`config.mk`:
```
export PLATFORM = sky130hd
export DESIGN_NAME = msc_ctrl_flat
export DESIGN_NICKNAME = d
export VERILOG_FILES = /design/src/msc_pkg.sv /design/src/msc_link_if.sv /design/src/msc_ctrl.sv /design/src/flat_wrapper.sv
export SDC_FILE = /design/constraint.sdc
export NUM_CORES = 1
export LEC_CHECK = 0
export BUFFER_PORTS_ARGS = -buffer_cell sky130_fd_sc_hd__buf_4
export CORE_ASPECT_RATIO = 0.5
export CORE_MARGIN = 2
export CORE_UTILIZATION = 47
export CTS_BUF_LIST = sky130_fd_sc_hd__clkbuf_16
export DETAILED_ROUTE_END_ITERATION = 12
export PLACE_DENSITY = 0.65
export REMOVE_ABC_BUFFERS = 1
export SYNTH_ARGS = -nofsm -noshare
export SYNTH_HDL_FRONTEND = slang
export SYNTH_SLANG_ARGS = --single-unit
```
`constraint.sdc`:
```
create_clock -name i_mclk -period 6.6 [get_ports i_mclk]
set_clock_uncertainty 0.05 [all_clocks]
set_input_delay 1.32 -clock i_mclk [delete_from_list [all_inputs] [get_ports i_mclk]]
set_output_delay 1.32 -clock i_mclk [all_outputs]
set_load 0.005 [all_outputs]
```
`src/msc_pkg.sv`:
```
// Shared constants and types of the module state controller and its gate end.
package msc_pkg;
   localparam int MSC_NUM_MODULES = 40;
   localparam int MSC_EMU_MODULE = 39;
   // Software port map, byte addresses on a 12-bit address.
   localparam logic [11:0] MSC_ADDR_GO = 12'h120;
   localparam logic [11:0] MSC_ADDR_PENDING = 12'h128;
   localparam logic [3:0] MSC_PAGE_REPORT = 4'h8;
   localparam logic [3:0] MSC_PAGE_REQUEST = 4'ha;
   // Request register fields.
   localparam int MSC_REQ_STATE_IE = 10;
   localparam int MSC_REQ_RESET_IE = 9;
   localparam int MSC_REQ_LOCAL_RESET_CONTROL = 8;
   localparam int MSC_REQ_NEXT_LSB = 0;
   localparam int MSC_REQ_NEXT_W = 3;
   // Report register fields.
   localparam int MSC_REP_EMU_STATE = 17;
   localparam int MSC_REP_EMU_RESET = 16;
   localparam int MSC_REP_CLK = 12;
   localparam int MSC_REP_FIXED_ONE = 11;
   localparam int MSC_REP_MODULE_RESET_RELEASED = 10;
   localparam int MSC_REP_LOCAL_RESET_CONTROL_DONE = 9;
   localparam int MSC_REP_LOCAL_RESET_CONTROL = 8;
   localparam int MSC_REP_STATE_W = 6;
   localparam int MSC_GO_BIT = 0;
   // Module states; bit 0 is clock on, bit 1 is reset released.
   localparam logic [1:0] MSC_ST_SWRST_DISABLED = 2'h0;
   localparam logic [1:0] MSC_ST_SYNC_RESET = 2'h1;
   localparam logic [1:0] MSC_ST_DISABLED = 2'h2;
   localparam logic [1:0] MSC_ST_ENABLED = 2'h3;
   localparam logic [5:0] MSC_ST_TRANS_BASE = 6'h08;
   // Reset values.
   localparam logic MSC_LOCAL_RESET_CONTROL_RESET = 1'b1;
   localparam logic [2:0] MSC_NEXT_RESET = 3'h0;
   // Timing at the 25 MHz clock.
   localparam int MSC_CLK_NS = 40;
   localparam int MSC_LOCAL_RESET_CONTROL_DONE_NS = 200;
   localparam int MSC_LOCAL_RESET_CONTROL_DONE_CYCLES = (MSC_LOCAL_RESET_CONTROL_DONE_NS + MSC_CLK_NS - 1) / MSC_CLK_NS;
   localparam int MSC_SETTLE_CYCLES = 2;
   typedef enum logic [1:0] {MSC_IDLE, MSC_SETTLE, MSC_WAIT} msc_fsm_t;
endpackage : msc_pkg

```
`src/msc_link_if.sv`:
```
// Link between the state controller and the gate end of the managed modules.
`timescale 1ns/1ns
interface msc_link_if #(parameter int N = 40);
   logic [N-1:0] clk_en;
   logic [N-1:0] rst_n;
   logic local_rst_n;
   logic [N-1:0] clk_on;
   logic [N-1:0] rst_rel;
   logic local_rst_rel;
   logic local_rst_done;
   logic emu_state_force;
   logic emu_reset_force;
   modport ctl (output clk_en, rst_n, local_rst_n,
                input clk_on, rst_rel, local_rst_rel, local_rst_done, emu_state_force, emu_reset_force);
   modport gate (input clk_en, rst_n, local_rst_n,
                 output clk_on, rst_rel, local_rst_rel, local_rst_done, emu_state_force, emu_reset_force);
endinterface : msc_link_if

```
`src/msc_ctrl.sv`:
```
// Module state controller: request and report registers, transitions and override flags.
`timescale 1ns/1ns
module msc_ctrl
   import msc_pkg::*;
#(
   parameter int N = MSC_NUM_MODULES,
   parameter int EMU_MOD = MSC_EMU_MODULE
) (
   input wire logic i_mclk, // System clock.
   input wire logic i_reset_n, // Synchronous reset, active low.
   input wire logic [11:0] i_addr, // Software byte address.
   input wire logic [31:0] i_wdata, // Software write data.
   input wire logic i_wr, // Write strobe.
   input wire logic i_rd, // Read strobe.
   output logic [31:0] o_rdata, // Read data, valid the cycle after i_rd.
   output logic o_controller_interrupt, // Emulation override interrupt, level.
   output logic o_domain_transition_pending, // High while a transition runs.
   msc_link_if.ctl link // Clock and reset link to the gate end.
);
   typedef struct packed {
      logic [N-1:0][2:0] next;
      logic [N-1:0] state_ie;
      logic [N-1:0] reset_ie;
      logic [N-1:0] local_reset_control;
      logic [N-1:0][5:0] state;
      logic [N-1:0][1:0] target;
      logic [N-1:0] mism;
      msc_fsm_t fsm;
      logic [1:0] settle;
      logic pending;
      logic [N-1:0] clk_en;
      logic [N-1:0] rst_n;
      logic local_rst_n;
      logic emu_state_flag;
      logic emu_reset_flag;
      logic irq;
      logic [31:0] rdata;
   } msc_ctrl_st_t;

   msc_ctrl_st_t q;
   msc_ctrl_st_t d;

   logic [5:0] idx;
   logic in_range;
   logic on_request;
   logic on_report;
   logic wr_request;
   logic rd_report;
   logic rd_request;
   logic rd_pending;
   logic go_cmd;
   logic echo_match;
   logic state_override;
   logic reset_override;
   logic [1:0] go_target [N];
   logic go_mism [N];
   logic [31:0] rep_word [N];
   logic [31:0] req_word [N];

   assign link.clk_en = q.clk_en;
   assign link.rst_n = q.rst_n;
   assign link.local_rst_n = q.local_rst_n;
   assign o_rdata = q.rdata;
   assign o_controller_interrupt = q.irq;
   assign o_domain_transition_pending = q.pending;

   // Only aligned words inside the forty-entry range decode; every other address except the pending word reads as zero.
   assign idx = i_addr[7:2];
   assign in_range = (int'(idx) < N) && (i_addr[1:0] == 2'h0);
   assign on_request = in_range && (i_addr[11:8] == MSC_PAGE_REQUEST);
   assign on_report = in_range && (i_addr[11:8] == MSC_PAGE_REPORT);
   assign wr_request = i_wr && on_request;
   assign rd_report = i_rd && on_report;
   assign rd_request = i_rd && on_request;
   assign rd_pending = i_rd && (i_addr == MSC_ADDR_PENDING);
   assign go_cmd = i_wr && (i_addr == MSC_ADDR_GO) && i_wdata[MSC_GO_BIT];
   // The gate end answers one edge late, so the echo is only trusted after settling.
   assign echo_match = (link.clk_on == q.clk_en) && (link.rst_rel == q.rst_n);
   assign state_override = link.emu_state_force && (q.next[EMU_MOD][1:0] != MSC_ST_ENABLED);
   assign reset_override = link.emu_reset_force && !q.local_reset_control[EMU_MOD];

   for (genvar g = 0; g < N; g++) begin : g_mod
      // Emulation keeps the processor module enabled; reserved next codes fold onto the low two bits.
      assign go_target[g] = (g == EMU_MOD && link.emu_state_force) ? MSC_ST_ENABLED : q.next[g][1:0];
      assign go_mism[g] = (q.state[g] != {4'h0, go_target[g]});
      // Modules without a local reset read it as done and released.
      always_comb begin
         rep_word[g] = '0;
         rep_word[g][MSC_REP_STATE_W-1:0] = q.state[g];
         rep_word[g][MSC_REP_CLK] = link.clk_on[g];
         rep_word[g][MSC_REP_FIXED_ONE] = 1'b1;
         rep_word[g][MSC_REP_MODULE_RESET_RELEASED] = link.rst_rel[g];
         rep_word[g][MSC_REP_EMU_STATE] = (g == EMU_MOD) && q.emu_state_flag;
         rep_word[g][MSC_REP_EMU_RESET] = (g == EMU_MOD) && q.emu_reset_flag;
         rep_word[g][MSC_REP_LOCAL_RESET_CONTROL_DONE] = (g != EMU_MOD) || link.local_rst_done;
         rep_word[g][MSC_REP_LOCAL_RESET_CONTROL] = (g != EMU_MOD) || link.local_rst_rel;
      end
      always_comb begin
         req_word[g] = '0;
         req_word[g][MSC_REQ_NEXT_LSB +: MSC_REQ_NEXT_W] = q.next[g];
         req_word[g][MSC_REQ_LOCAL_RESET_CONTROL] = q.local_reset_control[g];
         req_word[g][MSC_REQ_STATE_IE] = q.state_ie[g];
         req_word[g][MSC_REQ_RESET_IE] = q.reset_ie[g];
      end
   end

   always_comb begin
      d = q;
      // Read data stand for one cycle and then fall back to zero.
      d.rdata = '0;
      // The flags follow the override live, so they clear on their own once it ends.
      d.emu_state_flag = state_override;
      d.emu_reset_flag = reset_override;
      d.irq = (q.emu_state_flag && q.state_ie[EMU_MOD])
              || (q.emu_reset_flag && q.reset_ie[EMU_MOD]);
      d.local_rst_n = q.local_reset_control[EMU_MOD] || link.emu_reset_force;

      // Enable and local reset bits are kept for every module, but only module 39 acts on them.
      if (wr_request) begin
         d.next[idx] = i_wdata[MSC_REQ_NEXT_LSB +: MSC_REQ_NEXT_W];
         d.local_reset_control[idx] = i_wdata[MSC_REQ_LOCAL_RESET_CONTROL];
         d.state_ie[idx] = i_wdata[MSC_REQ_STATE_IE];
         d.reset_ie[idx] = i_wdata[MSC_REQ_RESET_IE];
      end

      unique case (q.fsm)
         MSC_IDLE: begin
            // A go written while a transition runs is dropped; software polls pending first.
            if (go_cmd) begin
               for (int i = 0; i < N; i++) begin
                  d.target[i] = go_target[i];
                  d.mism[i] = go_mism[i];
                  if (go_mism[i]) begin
                     d.state[i] = MSC_ST_TRANS_BASE | {4'h0, go_target[i]};
                     d.clk_en[i] = go_target[i][0];
                     d.rst_n[i] = go_target[i][1];
                  end
               end
               d.pending = 1'b1;
               d.settle = '0;
               d.fsm = MSC_SETTLE;
            end
         end
         MSC_SETTLE: begin
            // Give the gate end time to register the new enables before comparing.
            d.settle = q.settle + 2'd1;
            if (int'(q.settle) == MSC_SETTLE_CYCLES - 1) begin
               d.fsm = MSC_WAIT;
            end
         end
         MSC_WAIT: begin
            if (echo_match) begin
               for (int i = 0; i < N; i++) begin
                  if (q.mism[i]) begin
                     d.state[i] = {4'h0, q.target[i]};
                  end
               end
               d.mism = '0;
               d.pending = 1'b0;
               d.fsm = MSC_IDLE;
            end
         end
      endcase

      // The report shows the gate end's echo, not the request, so software sees the real condition.
      if (rd_report) begin
         d.rdata = rep_word[idx];
      end else if (rd_request) begin
         d.rdata = req_word[idx];
      end else if (rd_pending) begin
         d.rdata[0] = q.pending;
      end
   end

   always_ff @(posedge i_mclk) begin
      if (!i_reset_n) begin
         q <= '0;
         for (int i = 0; i < N; i++) begin
            q.next[i] <= MSC_NEXT_RESET;
         end
         q.local_reset_control <= {N{MSC_LOCAL_RESET_CONTROL_RESET}};
         q.local_rst_n <= MSC_LOCAL_RESET_CONTROL_RESET;
         q.fsm <= MSC_IDLE;
      end else begin
         q <= d;
      end
   end
endmodule : msc_ctrl

```
`src/flat_wrapper.sv`:
```
// flat-port wrapper written by rule: the top's interface ports become plain ports
module msc_ctrl_flat import msc_pkg::*;
#(
   parameter int N = MSC_NUM_MODULES,
   parameter int EMU_MOD = MSC_EMU_MODULE
)
  (i_mclk, i_reset_n, i_addr, i_wdata, i_wr, i_rd, o_rdata, o_controller_interrupt, o_domain_transition_pending, link_clk_en, link_rst_n, link_local_rst_n, link_clk_on, link_rst_rel, link_local_rst_rel, link_local_rst_done, link_emu_state_force, link_emu_reset_force);
  msc_link_if #(.N(N)) link_i ();
  input wire logic i_mclk;
  input wire logic i_reset_n;
  input wire logic [11:0] i_addr;
  input wire logic [31:0] i_wdata;
  input wire logic i_wr;
  input wire logic i_rd;
  output logic [31:0] o_rdata;
  output logic o_controller_interrupt;
  output logic o_domain_transition_pending;
  output wire logic [$bits(link_i.clk_en)-1:0] link_clk_en;
  output wire logic [$bits(link_i.rst_n)-1:0] link_rst_n;
  output wire logic [$bits(link_i.local_rst_n)-1:0] link_local_rst_n;
  input wire logic [$bits(link_i.clk_on)-1:0] link_clk_on;
  input wire logic [$bits(link_i.rst_rel)-1:0] link_rst_rel;
  input wire logic [$bits(link_i.local_rst_rel)-1:0] link_local_rst_rel;
  input wire logic [$bits(link_i.local_rst_done)-1:0] link_local_rst_done;
  input wire logic [$bits(link_i.emu_state_force)-1:0] link_emu_state_force;
  input wire logic [$bits(link_i.emu_reset_force)-1:0] link_emu_reset_force;
  assign link_clk_en = link_i.clk_en;
  assign link_rst_n = link_i.rst_n;
  assign link_local_rst_n = link_i.local_rst_n;
  assign link_i.clk_on = link_clk_on;
  assign link_i.rst_rel = link_rst_rel;
  assign link_i.local_rst_rel = link_local_rst_rel;
  assign link_i.local_rst_done = link_local_rst_done;
  assign link_i.emu_state_force = link_emu_state_force;
  assign link_i.emu_reset_force = link_emu_reset_force;
  msc_ctrl #(.N(N), .EMU_MOD(EMU_MOD)) u_core (.i_mclk(i_mclk), .i_reset_n(i_reset_n), .i_addr(i_addr), .i_wdata(i_wdata), .i_wr(i_wr), .i_rd(i_rd), .o_rdata(o_rdata), .o_controller_interrupt(o_controller_interrupt), .o_domain_transition_pending(o_domain_transition_pending), .link(link_i));
endmodule
```
==> flow_summary_export.csv <==
group,metric,value,unit
outcome,status,"complete, no violations",
timing,maxSlewViolCount,0,
timing,fmax,225.3,MHz
routing,wl,110200,um
timing,slew_headroom,7.731,%
die,die_w,356.7,um
routing,drc,0,
synthesis,async_flop_share,0,%
power,pwr-share-comb,5.7,%
routing,ant_nets,0,
flow_run,cap_violations,0,
timing,finalSetupTns,0,ns
critical_path,reg2reg_from,"u_core.q[119]",
routing,vias,27750,
placement,gp_congestion,0.9885,
clock_tree,htree_levels,2,
critical_path,reg2reg_to,"u_core.q[155]",
synthesis,synth-seq-cells,581,
die,rows,64,
grt,grt_max_degree,152,
critical_path,cpMaxStageDelayCell,"nor3_2",
die,start_util,47.65,%
die,io_pins,247,
finish,finish.instance_area,31960,um^2
clock_tree,cts_hold_buf,0,
critical_path,cp.required,7.03,ns
critical_path,r2r_cells,8,
synthesis,yosysTopAreaCell,"dfxtp_1",
critical_path,timing.critical_path.cells,"buf_4 -> nor2b_1 -> nand2_1 -> nor3_2 -> buf_4 -> nand2_1 -> nand2_1 -> a21oi_1",
placement,port_buffers,201,
clock_tree,path_clk_slew,0.07,ns
power,cellPowerDensity,218.1,nW/um^2
synthesis,yosysWarnings,0,
clock_tree,cts_tree,"built",
clock_tree,cts_resized,0,
routing,viasPerCell,6.372,
synthesis,synthDistinctLibCells,78,
hold_path,hold_path.class,"reg2reg",
synthesis,yosysMostFrequentCell,"nand2_1",
routing,dr.pass1.iters,8,
critical_path,critical_path_arrival,4.87,ns
critical_path,max_stage_delay,1.17,ns
power,vdd_drop_max,0.2085,mV
grt,grt-ovfl-total,0,
critical_path,cp-end-kind,"flop",
timing,final-hold-violation-count,0,
die,core,61340,um^2
die,fp.dieH,180.3,um
synthesis,syn_area_per_cell,8.151,um^2
clock_tree,cts_buffer_depth,3,
synthesis,yosys.area.top_type_share,39.79,%
die,die_area,64320,um^2
power,p_leak,11.95,nW
critical_path,path_class,"in2reg",
power,sequentialPowerShare,50.3,%
grt,grt_pass1_vias,25430,
timing,period_share,67.24,%
power,p_switching,1.763,mW
synthesis,synth.yosys.seq_area_share,39.79,%
synthesis,yosys-top-cells-count,"nand2_1 (633), dfxtp_1 (581), a21oi_1 (322), nand3_1 (300), clkbuf_1 (221)",
clock_tree,cts_setup_buffers,0,
hold_path,whs_path_depth,2,
timing,rsz0062_at_grt,"no",
clock_tree,worstSkewPairLatency,0.64,ns
critical_path,start_kind,"input port",
power,switching_share,25.29,%
synthesis,syn_inst,3586,
timing,period_minus_slack,4.438,ns
routing,first_iter_violations,3714,
finish,area_growth,9.362,%
synthesis,synth_edf_count,0,
grt,grt_pass1_wl,163500,um
power,pwr-share-clk,44.0,%
finish,final_layout_size_suffix_gt1_share,11.87,%
timing,final-setup-viol-count,0,
hold_path,worst_hold_path.endpoint,"u_core.q[539]",
power,p_int,5.208,mW
grt,grt_usage,32.95,%
critical_path,cp_max_fo,18,
synthesis,syn_area,29230,um^2
placement,placed_area,30320,um^2
hold_path,min_from,"u_core.q[539]",
finish,fillCellCount,5820,
clock_tree,cts_made_buffers,53,
critical_path,crit_path_frequent_cell,"nand2_1",
clock_tree,cts_sinks,581,
timing,worst_slew_pin_slew,1.377,ns
placement,dp_hpwl,71880,um
critical_path,worst-r2r-setup-slack,2.51,ns
routing,wl_per_cell,25.31,um
grt,antenna_found_initial,4,
synthesis,synthTopCellsByArea,"dfxtp_1 (40%), nand2_1 (8.1%), a21oi_1 (5.5%)",
synthesis,synth_ff_type,"dfxtp_1",
finish,nets,3623,
clock_tree,cts_root_buf,"clkbuf_16",
[registers in the layout (all words and copies together) (netlist names)]
name	count
u_core.q	408
u_core.go_target	78
u_core.link.clk_en	40
u_core.link.rst_n	40
u_core.o_rdata	12
u_core.link.local_rst_n	1
u_core.o_controller_interrupt	1
u_core.o_domain_transition_pending	1
[through the flow]
| step | utilization (%) | hold slack [ns] | setup WS [ns] | power [mW] | std cells |
|---|---|---|---|---|---|
| floorplan | - | 0.3805 | -1.519 | 3.717 | 3183 |
| global placement | 49.42 | 0.3915 | 1.750 | 3.964 | 4257 |
| detailed placement | 49.42 | 0.3965 | 1.583 | 3.966 | 4257 |
| CTS | 52.10 | 0.4058 | 2.259 | 6.962 | 4354 |
| global route | 52.11 | 0.4183 | 2.138 | 7.140 | 4355 |
| finish | 52.11 | 0.4049 | 2.162 | 6.971 | 4355 |
[metal layers]
layer  GRT usage (%)  wire [um]
met3           8.294      11640
met5           2.741        259
met4           16.55       5897
met1           44.62      45610
met2           48.25      46820
[power by group through the flow]
stage / registers [mW] / logic, mW / clock network (mW)
CTS: 3.51 / 0.381 / 3.08
finish: 3.51 / 0.398 / 3.07
global placement: 3.59 / 0.379 / 0
global route: 3.50 / 0.406 / 3.23
detailed placement: 3.59 / 0.380 / 0
floorplan: 3.59 / 0.131 / 0
[final cells by class]
cell class | count | area [um^2] | share of cell area [%]
antenna | 1 | 2.502 | 0.007829
clock buffer | 54 | 1351 | 4.228
clock inverter | 43 | 287.8 | 0.9003
inverter | 17 | 73.82 | 0.2309
multi-input combinational | 2585 | 15630 | 48.88
sequential | 581 | 11630 | 36.39
tap | 825 | 1032 | 3.229
timing repair buffer | 249 | 1961 | 6.134
[worst max path at each step]
stage / from / endpoint / slack (ns)
after CTS: link_rst_rel[37] / u_core.q[127] / 2.26
after floorplan: i_reset_n / u_core.q[286] / -1.52
after detailed placement: link_rst_rel[37] / u_core.q[127] / 1.58
after global placement: link_rst_rel[37] / u_core.q[121] / 1.75
after global routing: i_addr[5] / u_core.go_target[16] / 2.14
final: i_addr[5] / u_core.go_target[30] / 2.16
[layout by cell type (no fill, tap or decap), drive strengths merged, types with 96 or more instances in the layout]
cell type  instances
mux2i            160
a21oi            322
nand3            300
nand2            633
dfxtp            581
nor2             168
o21ai             96
a22oi            144
xor2             127
buf              249
[cells by family after synthesis]
group / Yosys count / synth area share, %
and+or+nand+nor: 1342 / 20.93
AOI/OAI and AO/OA: 889 / 20.89
DFF: 581 / 39.79
buffers and inverters: 439 / 7.414
muxes: 171 / 6.019
xor gates and xnor gates: 159 / 4.765
adders and majority gates: 4 / 0.1712
other: 1 / 0.01283
[critical path, delay by kind of cell]
family / cells / cell delay [ns]
AND/OR/NAND/NOR: 5 / 2.75
AO/OA/AOI/OAI: 1 / 0.08
buffers and inverters: 2 / 0.69
No activity file was read; power rests on OpenSTA's default activity.
